## src/verilog/srer_pkg.sv

```systemverilog
// package for the stream read error reporter: register map, field positions, timing.
// assumes a 100 MHz system clock and a single AHB-Lite master.
package srer_pkg;
  // register byte offsets
  localparam logic [7:0] OFS_CTRL = 8'h00;
  localparam logic [7:0] OFS_CMD = 8'h04;
  localparam logic [7:0] OFS_ADDR_LOW = 8'h08;
  localparam logic [7:0] OFS_ADDR_MID = 8'h0c;
  localparam logic [7:0] OFS_ADDR_HIGH = 8'h10;
  localparam logic [7:0] OFS_ERROR = 8'h14;
  localparam logic [7:0] OFS_STATUS = 8'h18;
  localparam logic [7:0] OFS_SECT_CNT = 8'h1c;
  localparam logic [7:0] OFS_ERR_LOG = 8'h20;
  // field positions
  localparam int CTRL_UPPER_HALF_BIT = 0;
  localparam int CMD_START_BIT = 0;
  localparam int CMD_CONT_READ_BIT = 1;
  localparam int ERR_COMPLETION_TIMEOUT_FLAG_BIT = 0;
  localparam int ERR_ABORTED_FLAG_BIT = 2;
  localparam int ERR_ADDRESS_NOT_FOUND_FLAG_BIT = 4;
  localparam int ERR_UNC_BIT = 6;
  localparam int STS_ERR_BIT = 0;
  localparam int STS_STREAM_FAULT_BIT = 5;
  localparam int STS_BUSY_BIT = 7;
  // reset values
  localparam logic [7:0] ERROR_RESET = 8'h00;
  localparam logic [7:0] STATUS_RESET = 8'h00;
  // timing
  localparam int CLK_PERIOD_NS = 10;
  localparam int TIME_LIMIT_US = 1000;
  localparam int TIME_LIMIT_CYCLES = TIME_LIMIT_US * 1000 / CLK_PERIOD_NS;

  // one error report from the media engine
  typedef struct packed {
    logic valid;
    logic uncorrectable_flag;
    logic address_not_found_flag;
    logic aborted_flag;
    logic [47:0] lba;
    logic [15:0] span;
  } srer_err_evt_s;

  typedef enum logic [2:0] {
    ST_IDLE = 3'b001,
    ST_RUN = 3'b010,
    ST_DONE = 3'b100
  } srer_state_e;
endpackage

```

## src/verilog/srer_top.sv

```systemverilog
// stream read error reporter: command-block error registers behind an AHB-Lite slave.
// assumes the media engine reports errors and command completion as one-cycle pulses
// synchronous to CLOCK, and that the master idles between single transfers.
// Overview of operation
// - select clear reads address bits 23:0
// - select set reads address bits 47:24
// - completion time limit sets error bit 0
// - error under continuous read sets status bit 5
// - stream fault: address is first failing sector
// - stream fault: count of suspect consecutive sectors
// - continuous read errors go to log, not error
//
// Added by the designer: the AHB-Lite slave port and the address map.
`timescale 1ns/1ns
module srer_top
  import srer_pkg::*;
#(
  parameter int TIMEOUT_CYCLES = srer_pkg::TIME_LIMIT_CYCLES
)
(
  input wire logic CLOCK,
  input wire logic RESET_N,
  input wire logic HSEL,
  input wire logic [31:0] HADDR,
  input wire logic [1:0] HTRANS,
  input wire logic HWRITE,
  input wire logic [2:0] HSIZE,
  input wire logic [31:0] HWDATA,
  input wire logic HREADY,
  output logic [31:0] HRDATA,
  output logic HREADYOUT,
  output logic HRESP,
  input wire srer_pkg::srer_err_evt_s ERR_EVENT,
  input wire logic CMD_DONE,
  output logic CMD_ACTIVE
);
  import srer_pkg::*;

  srer_state_e state_q, state_d;
  logic upper_half_q, upper_half_d;
  logic cont_read_q, cont_read_d;
  logic captured_q, captured_d;
  logic [47:0] fail_lba_q, fail_lba_d;
  logic [15:0] fail_span_q, fail_span_d;
  logic [7:0] error_q, error_d;
  logic [7:0] status_q, status_d;
  logic [7:0] log_q, log_d;
  logic [31:0] timer_q, timer_d;
  logic [7:0] wr_addr_q, wr_addr_d;
  logic wr_pend_q, wr_pend_d;
  logic [31:0] rdata_q, rdata_d;
  logic readyout_q;
  logic active_q, active_d;

  logic addr_phase;
  logic wr_now;
  logic start;
  logic [7:0] evt_bits;
  logic timeout;

  assign addr_phase = HSEL && HREADY && HTRANS[1];
  assign wr_now = wr_pend_q;
  assign start = wr_now && (wr_addr_q == OFS_CMD) && HWDATA[CMD_START_BIT];
  assign timeout = (state_q == ST_RUN) && (timer_q >= 32'(TIMEOUT_CYCLES - 1));

  always_comb
  begin
    evt_bits = 8'h00;
    if (ERR_EVENT.valid && state_q == ST_RUN)
    begin
      evt_bits[ERR_UNC_BIT] = ERR_EVENT.uncorrectable_flag;
      evt_bits[ERR_ADDRESS_NOT_FOUND_FLAG_BIT] = ERR_EVENT.address_not_found_flag;
      evt_bits[ERR_ABORTED_FLAG_BIT] = ERR_EVENT.aborted_flag;
    end
    if (timeout)
    begin
      evt_bits[ERR_COMPLETION_TIMEOUT_FLAG_BIT] = 1'b1;
    end
  end

  // command and error capture
  always_comb
  begin
    state_d = state_q;
    cont_read_d = cont_read_q;
    captured_d = captured_q;
    fail_lba_d = fail_lba_q;
    fail_span_d = fail_span_q;
    error_d = error_q;
    status_d = status_q;
    log_d = log_q;
    timer_d = timer_q;
    upper_half_d = upper_half_q;
    if (wr_now && wr_addr_q == OFS_CTRL)
    begin
      upper_half_d = HWDATA[CTRL_UPPER_HALF_BIT];
    end
    case (state_q)
      ST_IDLE, ST_DONE:
      begin
        if (start)
        begin
          state_d = ST_RUN;
          cont_read_d = HWDATA[CMD_CONT_READ_BIT];
          captured_d = 1'b0;
          error_d = ERROR_RESET;
          status_d = STATUS_RESET;
          status_d[STS_BUSY_BIT] = 1'b1;
          log_d = 8'h00;
          timer_d = 32'h0;
        end
      end
      ST_RUN:
      begin
        timer_d = timer_q + 32'h1;
        if (evt_bits != 8'h00 || (ERR_EVENT.valid && !captured_q))
        begin
          if (ERR_EVENT.valid && !captured_q)
          begin
            // only the first failure is kept so the host can restart from it
            captured_d = 1'b1;
            fail_lba_d = ERR_EVENT.lba;
            fail_span_d = ERR_EVENT.span;
          end
          if (cont_read_q && evt_bits != 8'h00)
          begin
            status_d[STS_STREAM_FAULT_BIT] = 1'b1;
            status_d[STS_ERR_BIT] = 1'b0;
            log_d = log_q | evt_bits;
          end
          else if (evt_bits != 8'h00)
          begin
            error_d = error_q | evt_bits;
            status_d[STS_ERR_BIT] = 1'b1;
            status_d[STS_BUSY_BIT] = 1'b0;
            state_d = ST_DONE;
          end
        end
        // a timeout always ends the command, stream or not
        if (timeout || CMD_DONE)
        begin
          status_d[STS_BUSY_BIT] = 1'b0;
          state_d = ST_DONE;
        end
      end
      default:
      begin
        state_d = ST_IDLE;
      end
    endcase
  end

  // bus slave: zero wait states, read data captured in the address phase
  always_comb
  begin
    wr_pend_d = addr_phase && HWRITE;
    wr_addr_d = addr_phase ? HADDR[7:0] : wr_addr_q;
    rdata_d = 32'h0;
    active_d = (state_d == ST_RUN);
    if (addr_phase && !HWRITE)
    begin
      case (HADDR[7:0])
        OFS_CTRL: rdata_d[CTRL_UPPER_HALF_BIT] = upper_half_q;
        OFS_CMD: rdata_d[CMD_CONT_READ_BIT] = cont_read_q;
        OFS_ADDR_LOW: rdata_d[7:0] = upper_half_q ? fail_lba_q[31:24] : fail_lba_q[7:0];
        OFS_ADDR_MID: rdata_d[7:0] = upper_half_q ? fail_lba_q[39:32] : fail_lba_q[15:8];
        OFS_ADDR_HIGH: rdata_d[7:0] = upper_half_q ? fail_lba_q[47:40] : fail_lba_q[23:16];
        OFS_ERROR: rdata_d[7:0] = error_q;
        OFS_STATUS: rdata_d[7:0] = status_q;
        OFS_SECT_CNT: rdata_d[15:0] = fail_span_q;
        OFS_ERR_LOG: rdata_d[7:0] = log_q;
        default: rdata_d = 32'h0;
      endcase
    end
  end

  always_ff @(posedge CLOCK or negedge RESET_N)
  begin
    if (!RESET_N)
    begin
      state_q <= ST_IDLE;
      upper_half_q <= 1'b0;
      cont_read_q <= 1'b0;
      captured_q <= 1'b0;
      fail_lba_q <= 48'h0;
      fail_span_q <= 16'h0;
      error_q <= ERROR_RESET;
      status_q <= STATUS_RESET;
      log_q <= 8'h00;
      timer_q <= 32'h0;
      wr_addr_q <= 8'h00;
      wr_pend_q <= 1'b0;
      rdata_q <= 32'h0;
      readyout_q <= 1'b0;
      active_q <= 1'b0;
    end
    else
    begin
      state_q <= state_d;
      upper_half_q <= upper_half_d;
      cont_read_q <= cont_read_d;
      captured_q <= captured_d;
      fail_lba_q <= fail_lba_d;
      fail_span_q <= fail_span_d;
      error_q <= error_d;
      status_q <= status_d;
      log_q <= log_d;
      timer_q <= timer_d;
      wr_addr_q <= wr_addr_d;
      wr_pend_q <= wr_pend_d;
      rdata_q <= rdata_d;
      readyout_q <= 1'b1;
      active_q <= active_d;
    end
  end

  assign HRDATA = rdata_q;
  assign HREADYOUT = readyout_q;
  assign HRESP = 1'b0 & readyout_q;
  assign CMD_ACTIVE = active_q;
endmodule

```

## config.mk

```make
export PLATFORM = sky130hd
export DESIGN_NAME = srer_top
export DESIGN_NICKNAME = d
export VERILOG_FILES = /design/src/verilog/srer_pkg.sv /design/src/verilog/srer_top.sv
export SDC_FILE = /design/constraint.sdc
export NUM_CORES = 1
export LEC_CHECK = 0
export BUFFER_PORTS_ARGS = -buffer_cell sky130_fd_sc_hd__buf_4
export CORE_ASPECT_RATIO = 1.5
export CORE_UTILIZATION = 45
export CTS_CLUSTER_SIZE = 30
export DETAILED_ROUTE_END_ITERATION = 7
export MAX_ROUTING_LAYER = met4
export PLACE_DENSITY = 0.73
export SKIP_CTS_REPAIR_TIMING = 1
export SLEW_MARGIN = 20
export SYNTH_ARGS = -nofsm -noshare
export SYNTH_HDL_FRONTEND = slang
export SYNTH_SLANG_ARGS = --single-unit
```

## constraint.sdc

```tcl
create_clock -name CLOCK -period 1.9 [get_ports CLOCK]
set_input_delay 0 -clock CLOCK [delete_from_list [all_inputs] [get_ports CLOCK]]
set_output_delay 0 -clock CLOCK [all_outputs]
set_load 0.01 [all_outputs]
```

* Word-level counts from Yosys, hierarchy flattened
Cells that the tools add are included.
** Word-level totals
- Register bits after elaboration :: 164
- Logic and storage cells :: 117
- Output and inout bits :: 35
- Bits of input ports :: 143
** Operators by class
- Reductions and logical operators :: 28
- $lt $le $gt $ge :: 1
- Add/sub/neg operators :: 1
- Equal/unequal tests :: 23
- Multiplexer cells :: 45
- Bitwise operators :: 2
** Operators with widths (count)
- 2-to-1 mux 8 bit :: 11
- one-hot mux 32 bit (2 select lines) :: 1
- one-hot mux 6 bit (7 select lines) :: 1
- adder 32 x 1 -> 32 bit (second input constant) :: 1
- equality test 8 x 5 -> 1 bit (second input constant) :: 4
- >= comparator 32 x 17 -> 1 bit (second input constant) :: 1
- 2-to-1 mux 32 bit :: 1
- one-hot mux 8 bit (2 select lines) :: 2
- equality test 8 x 3 -> 1 bit (second input constant) :: 2
- equality test 8 x 4 -> 1 bit (second input constant) :: 2
- zero test 8 bit :: 2
- 2-to-1 mux 1 bit :: 16
- 2-to-1 mux 16 bit :: 1
- OR 8 x 7 -> 8 bit :: 2
- 2-to-1 mux 3 bit :: 5
- AND reduction 4 bit :: 3
- logical AND 1 bit :: 11
- AND reduction 5 bit :: 2
- != test 3 x 1 -> 1 bit (second input constant) :: 3
- equality test 8 x 6 -> 1 bit (second input constant) :: 1
- != test 2 x 1 -> 1 bit (second input constant) :: 4
- one-hot mux 1 bit (2 select lines) :: 4
- one-hot mux 1 bit (8 select lines) :: 1
- nonzero test 8 bit :: 1
- other kinds (13) :: 18

* Logic depth before layout (Yosys ltp)
Gate-level depths: netlist of the first run.
- Depth after elaboration :: 10
- Mapped depth :: 7
- Depth with buffers taken out :: 6

* Least setup slack after synthesis of the first run
No wires, ideal clock.
- Path kind :: register -> register
- Start :: reg wr_addr_q[1]
- End :: reg timer_q[17]
- Period minus slack after synthesis :: 1.804 ns
- Arrival :: 1.675 ns
- Path buffers :: 2
- Cell stages (with the launch flop) :: 8
- Required time :: 1.771 ns
- Setup time :: 0.129 ns
- Setup slack :: 0.096 ns
- Path through :: dfrtp_1 nor4_4 nand4_2 or3_1 buf_2 buf_2 o211ai_1 o31ai_1
** Between the ends
- Cells in the longest elaborated chain, start to end :: 5
** RTL lines
- from (decl) :: line srer_top.sv:49 : logic [7:0] wr_addr_q, wr_addr_d;
- from (signal assigned) :: line srer_top.sv:209 : wr_addr_q <= wr_addr_d;
- equality test 8 x 3 -> 1 bit :: line srer_top.sv:63 : assign start = wr_now && (wr_addr_q == OFS_CMD) && HWDATA[CMD_START_BIT];
- logical AND 1 bit (2 in a row) :: line srer_top.sv:63
- != test 2 bit (no line)
- AND reduction 2 bit (no line)
- to (signal assigned) :: line srer_top.sv:208 : timer_q <= timer_d;
- to (decl) :: line srer_top.sv:48 : logic [31:0] timer_q, timer_d;
Every way passes these cells.
A chain may end at the register's enable or synchronous reset.

* Worst setup path in the final report of the first run
- Start :: reg wr_addr_q[4]
- End :: reg error_q[2]
** Between the ends
- Cells in the longest elaborated chain, start to end :: 5
** RTL lines
- equality test 8 x 3 -> 1 bit :: line srer_top.sv:63
- logical AND 1 bit (2 in a row) :: line srer_top.sv:63
- != test 2 bit (no line)
- AND reduction 5 bit (no line)
- to (signal assigned) :: line srer_top.sv:205 : error_q <= error_d;
- to (decl) :: line srer_top.sv:45 : logic [7:0] error_q, error_d;
Every way passes these cells.

==> qor.txt, run 1 <==
DRT iter0 DRCs -> 215
DRC errors left -> 0
Worst Hold End -> wr_addr_q[3]
Max clock buf depth -> 2
Post-Syn Area -> 6500 um2
CP max stage cell -> dfrtp_1
Synth Instances -> 546
GP Congestion -> 0.875
Worst Path Arrival -> 2.19 ns
Max_slew headroom -> 0.584
Area taken by multi-input logic gates -> 2830 um2
Worst-Margin Slew -> 0.622 ns
Busiest grt layer -> met2
Post-synthesis sequential area ratio -> 0.539
RR Startpoint -> wr_addr_q[4]
Root Buffer -> clkbuf_16
Routing usage on met1 -> 0.247
Switching pwr -> 1.65 mW
Core box area -> 14100 um2
Worst hold path startpoint -> HADDR[3]
Top post-synthesis cells by area -> dfrtp_1 (54%), mux2_2 (13%), mux2i_1 (2.5%)
Setup crit start kind -> register
Comb pwr share -> 0.090
CP max stage delay -> 0.41 ns
Post-Syn Area per Cell -> 11.9 um2
Clock power frac -> 0.468
Total inserted antenna cells -> 0
Share of cells above drive strength 1 -> 0.349
Antenna viol nets, final -> 0
Final Hold Fails -> 0
GRT overflow -> 0
Die H -> 149 um
# rows -> 53
Setup TNS -> 0 ns
Clock Latency Late Sink -> 0.43 ns
FF-to-FF path depth -> 5
Fin crit period -> 1.88 ns
Fin nets -> 897
Final WS setup -> 0.0247 ns
Die width -> 100 um
Initial core utilization -> 0.462
Largest net degree at the start of global routing -> 57
Sequential share of power -> 0.442
Hold depth -> 2
Worst min-delay path class -> in -> reg
Area grow syn2layout -> 39.8%
Status -> finished clean
Part of the cycle the worst path needs -> 0.987
Top FF cell, synth -> dfrtp_1
Fill count -> 1080
Vias in the first global route -> 4980
Routed wire length -> 18.1 mm
Sw Share -> 0.233
First-pass GRT wire length -> 24.5 mm
Detailed-placement wirelength estimate -> 11.3 mm
Synth top area share -> 0.535
Place WS -> 0.00849 ns
GR Util All Layers -> 0.226
Crit path capture type -> register
Sequential cell area -> 3510 um2
Worst Skew -> 0.00890 ns
Full die area -> 14900 um2
Post-synth EDFFs -> 0
Cts bufs inserted -> 17
Clk slew on worst S/H paths -> 0.06 ns
Setup-failing EPs final -> 0
CTS tree -> done
Vias per cell -> 5.46
Reg2reg setup slack -> 0.02 ns
Crit Reg-Reg Endpoint -> error_q[2]
Synth area leader -> dfrtp_1
Power Dens Cells -> 778 nW/um2
Port-buffer cells -> 102
Int Pwr -> 5.42 mW
Ports -> 178
Worst vdd ir -> 442 uV
H-tree levels -> 4
DRT Pass-1 Iters -> 5
Crit Path Max Fanout -> 32
Distinct cells, synth -> 65
Fmax -> 533 MHz
Critical path class -> reg -> reg
Antenna violations before repair -> 0
Fraction of registers with async set/reset -> 1.00
M2 GR Usage -> 0.382
Met3 Resource Use GR -> 0.0586
Via count -> 5230
Seq cells post-synth -> 140
Critical-path cell list -> nor4b_4, nand4_2, or3_4, buf_12, a22o_1
WL per Instance -> 18.9 um
Worst endpoint required time -> 2.21 ns
Max cap viols -> 0
RSZ-0062 raised after global routing -> yes
Leak -> 4.30 nW
Syn. warnings -> 0
Final number of max-transition violations -> 0
# clock sinks -> 140
==> stage by stage <==
step | area (um2) | hold slack (ns) | power, mW | utilization | std cells
4_1_cts | 8160 | -0.460 | 6.95 | 0.581 | 872
5_1_grt | 9080 | 0.0322 | 7.30 | 0.646 | 958
2_1_floorplan | 6560 | -0.296 | 3.38 | - | 562
3_5_place_dp | 7570 | 0.00268 | 3.66 | 0.539 | 840
6_report | 9080 | 0.0370 | 7.07 | 0.646 | 958
3_3_place_gp | 7570 | -0.00730 | 3.64 | 0.539 | 840
==> power by group through the flow <==
stage	clock, mW	sequential, mW	combinational [mW]
after global placement	0	3.17	0.470
final	3.31	3.13	0.635
after CTS	3.34	3.12	0.484
after floorplan	0	3.16	0.225
after global routing	3.47	3.13	0.687
after detailed placement	0	3.18	0.481
==> cell families (layout without fill, tap and decap cells) <==
logic type | Yosys count | after routing | synth area share
simple gates | 153 | 153 | 0.140
flops | 140 | 140 | 0.539
compound gates | 102 | 102 | 0.104
mux | 97 | 97 | 0.167
buf+inv | 48 | 252 | 0.0418
xor+xnor | 3 | 3 | 0.00405
other cells | 2 | 18 | 0.00116
fa+ha+maj | 1 | 1 | 0.00193
==> placed cells by master (no fill, tap or decap), drive strengths merged, types with 4 or more instances in the layout <==
| cell | Yosys | final |
|---|---|---|
| conb | 2 | 18 |
| a221oi | 4 | 4 |
| a21oi | 19 | 19 |
| nand4 | 11 | 11 |
| a31oi | 5 | 5 |
| buf | 34 | 135 |
| nand3 | 25 | 25 |
| o21ai | 27 | 27 |
| dlygate4sd3 | 0 | 80 |
| and3 | 20 | 20 |
| o31ai | 8 | 8 |
| clkbuf | 10 | 23 |
| o211ai | 7 | 7 |
| nor2 | 25 | 25 |
| a22oi | 9 | 9 |
| inv | 4 | 5 |
| a22o | 4 | 4 |
| dfrtp | 139 | 139 |
| and4 | 7 | 7 |
| mux2i | 16 | 16 |
| nand2 | 34 | 34 |
| clkinvlp | 0 | 4 |
| mux2 | 80 | 80 |
| nor4 | 7 | 7 |
| nor3 | 6 | 6 |
==> synth_stat cells (all sizes together), types with 3 or more instances <==
master and number:
o211ai 7, a221oi 4, a21oi 19, nand4 11, nor2 25, clkbuf 10, nor4b 3, a22o 4
mux2 80, o31a 3, a31oi 5, nand2b 3, and4 7, buf 34, a22oi 9, inv 4
dfrtp 139, o31ai 8, nand3 25, o21ai 27, mux2i 16, nor4 7, and3 20, nand2 34
nor3 6, o41ai 3
==> registers in the layout (all words and copies together), names as in the netlist <==
| name | cells |
|---|---|
| CMD_ACTIVE | 1 |
| HRDATA | 16 |
| HREADYOUT | 1 |
| captured_q | 1 |
| cont_read_q | 1 |
| error_q | 4 |
| fail_lba_q | 48 |
| fail_span_q | 16 |
| log_q | 4 |
| state_q | 3 |
| status_q | 3 |
| timer_q | 32 |
| upper_half_q | 1 |
| wr_addr_q | 8 |
| wr_now | 1 |
==> cell type report <==
cell class                      instances  area share
Clock buffer                           22      0.0522
Clock inverter                         10      0.0125
Inverter                                4     0.00165
Multi-Input combinational cell        374       0.311
Sequential cell                       140       0.386
Tap cell                              192      0.0264
Timing Repair Buffer                  216       0.210
==> worst max-delay path: cells and delay by family (launching register included) <==
family | cells | cell delay, ns
DFF | 1 | 0.41
and+or+nand+nor | 3 | 0.93
buffers and inverters | 1 | 0.17
AOI/OAI and AO/OA | 1 | 0.24
==> metal layers <==
layer / vias to the layer above / part of all wire / routed length (um)
met1: 2584 / 0.38 / 6820
met5: - / 0 / 0
li1: 2411 / - / -
met2: 178 / 0.55 / 9900
met3: 57 / 0.047 / 848
met4: 0 / 0.028 / 500
==> how the worst max path moves through the flow <==
stage / start / slack, ns / endpoint / cells past startpoint
after floorplan: wr_addr_q[1] / 0.1 / timer_q[17] / 7
after global placement: timer_q[14] / 0.01 / CMD_ACTIVE / 4
after detailed placement: timer_q[14] / 0.008 / CMD_ACTIVE / 4
after CTS: timer_q[14] / -0.05 / CMD_ACTIVE / 4
after global routing: wr_addr_q[4] / -0.06 / timer_q[17] / 6
final: wr_addr_q[4] / 0.02 / error_q[2] / 5
(Power assumes the default switching activity.)
==> run 2: changes to the inputs <==
- PLACE_DENSITY: 0.73 -> 0.7
- clock period: 1.9 -> 2.2 ns (I/O delays scaled with it)
==> qor.txt, run 2 (synthesis results as in run 1) <==
Status -> finished clean (unchanged)
Final WS setup -> 0.201 ns (was 0.0247 ns)
RSZ-0062 raised after global routing -> no (was yes)
Critical path class -> reg -> reg (unchanged)
Share of cells above drive strength 1 -> 0.324 (was 0.349)
Final non-filler cell total -> 941 (was 958)
Area grow syn2layout -> 36.9% (was 39.8%)
Worst endpoint required time -> 2.50 ns (was 2.21 ns)
Clock Latency Late Sink -> 0.41 ns (was 0.43 ns)
Total inserted antenna cells -> 0 (unchanged)
Crit Path Max Fanout -> 27 (was 32)
Core box area -> 14100 um2 (unchanged)
Worst-Margin Slew -> 0.569 ns (was 0.622 ns)
Sequential cell area -> 3500 um2 (was 3510 um2)
Clk slew on worst S/H paths -> 0.06 ns (about the same)
Power Dens Cells -> 704 nW/um2 (was 778 nW/um2)
Int Pwr -> 4.85 mW (was 5.42 mW)
Via count -> 5060 (was 5230)
Fin crit period -> 2.00 ns (was 1.88 ns)
Vias in the first global route -> 4917 (was 4980)
Sequential share of power -> 0.431 (was 0.442)
CP startpoint -> wr_addr_q[4] (unchanged)
Die width -> 100 um (unchanged)
Max cap viols -> 0 (unchanged)
Crit path capture type -> register (unchanged)
First-pass GRT wire length -> 24.6 mm (was 24.5 mm)
RR Startpoint -> wr_addr_q[4] (unchanged)
Worst Skew -> 0.00739 ns (was 0.00890 ns)
Setup-failing EPs final -> 0 (unchanged)
Comb pwr share -> 0.083 (was 0.090)
Part of the cycle the worst path needs -> 0.909 (was 0.987)
Place WS -> 0.218 ns (was 0.00849 ns)
GR Util All Layers -> 0.223 (was 0.226)
Fmax -> 500 MHz (was 533 MHz)
Worst min-delay path class -> in -> reg (unchanged)
Most frequent cells in the layout -> dfrtp_1 (139), buf_4 (118), dlygate4sd3_1 (79), mux2_2 (75), nand2_1 (34) (was dfrtp_1 (138), buf_4 (128), dlygate4sd3_1 (80), mux2_2 (75), nand2_1 (33))
Initial core utilization -> 0.462 (unchanged)
Largest net degree at the start of global routing -> 91 (was 57)
Final Hold Fails -> 0 (unchanged)
GP Congestion -> 0.853 (was 0.875)
Placed cell area -> 7470 um2 (was 7570 um2)
Routed wire length -> 16.7 mm (was 18.1 mm)
GRT overflow -> 0 (unchanged)
Top flop regs -> fail_lba_q x48, timer_q x32 (unchanged)
Setup crit start kind -> register (unchanged)
Clock power frac -> 0.486 (was 0.468)
Max clock buf depth -> 2 (unchanged)
Full die area -> 14900 um2 (unchanged)
Fin nets -> 880 (was 897)
Detailed-placement wirelength estimate -> 10.9 mm (was 11.3 mm)
CTS tree -> done (unchanged)
Ports -> 178 (unchanged)
Most flops, register -> fail_lba_q (unchanged)
Sw Share -> 0.226 (was 0.233)
DRC errors left -> 0 (unchanged)
Switching pwr -> 1.42 mW (was 1.65 mW)
Worst Path Arrival -> 2.29 ns (was 2.19 ns)
Die H -> 149 um (unchanged)
Cts bufs inserted -> 17 (unchanged)
Setup TNS -> 0 ns (unchanged)
DRT iter0 DRCs -> 255 (was 215)
# clock sinks -> 140 (unchanged)
Antenna violations before repair -> 0 (unchanged)
Max_slew headroom -> 0.619 (was 0.584)
Antenna viol nets, final -> 0 (unchanged)
Vias per cell -> 5.38 (was 5.46)
Port-buffer cells -> 102 (unchanged)
Busiest grt layer -> met2 (unchanged)
Root Buffer -> clkbuf_16 (unchanged)
Fill count -> 1073 (was 1080)
H-tree levels -> 4 (unchanged)
Final number of max-transition violations -> 0 (unchanged)
Met3 Resource Use GR -> 0.0469 (was 0.0586)
Area taken by multi-input logic gates -> 2790 um2 (was 2830 um2)
Commonest non-fill, non-tap cell in the layout -> dfrtp_1 (unchanged)
WL per Instance -> 17.7 um (was 18.9 um)
Routing usage on met1 -> 0.250 (was 0.247)
Worst hold path startpoint -> HREADY (was HADDR[3])
Leak -> 4.19 nW (was 4.30 nW)
Dpl cells -> 830 (was 840)
Worst vdd ir -> 483 uV (was 442 uV)
DRT Pass-1 Iters -> 6 (was 5)
Largest register FFs -> 48 (unchanged)
M2 GR Usage -> 0.391 (was 0.382)
# rows -> 53 (unchanged)
Finished layout cell area -> 8890 um2 (was 9080 um2)
-- run 2: area by class of cell --
cell class                      instances  share of cell area
Clock buffer                           19              0.0498
Clock inverter                         13              0.0214
Inverter                                4             0.00169
Multi-Input combinational cell        374               0.313
Sequential cell                       140               0.394
Tap cell                              192              0.0270
Timing Repair Buffer                  199               0.193
-- run 2: power by group through the flow --
| stage | clock network [mW] | logic [mW] | registers, mW |
|---|---|---|---|
| after floorplan | 0 | 0.194 | 2.73 |
| after global placement | 0 | 0.388 | 2.74 |
| after detailed placement | 0 | 0.399 | 2.75 |
| after CTS | 3.09 | 0.401 | 2.70 |
| after global routing | 3.21 | 0.565 | 2.71 |
| final | 3.04 | 0.519 | 2.70 |
-- run 2: critical path: stages, from the launching register on --
cell and delay (ns):
dfrtp_1 0.41, nor4b_4 0.33, nand4_2 0.23, or3_1 0.42, buf_4 0.24, a22o_1 0.26
-- run 2: stage by stage --
stage,utilization,power [mW],hold slack [ns]
after global placement,0.531,3.13,-0.0494
final,0.633,6.26,0.0441
after detailed placement,0.531,3.15,-0.0409
after CTS,0.576,6.19,-0.487
after floorplan,-,2.92,-0.296
after global routing,0.633,6.49,0.0530
-- run 2: worst paths after layout --
kind	end	slack, ns	depth (start not counted)
min in group asynchronous	fail_lba_q[37]	0.06	2
worst max-delay path	error_q[0]	0.20	5
worst min register to register	fail_lba_q[47]	0.49	1
worst max register to register	error_q[0]	0.20	5
max in group asynchronous	state_q[0]	1.30	3
worst min-delay path	wr_now	0.04	4
-- run 2: layer usage --
metal  vias up  wire [um]
li1       2375          -
met1      2499       6450
met2       161       9170
met3        25        823
met4         0        245
met5         -          0
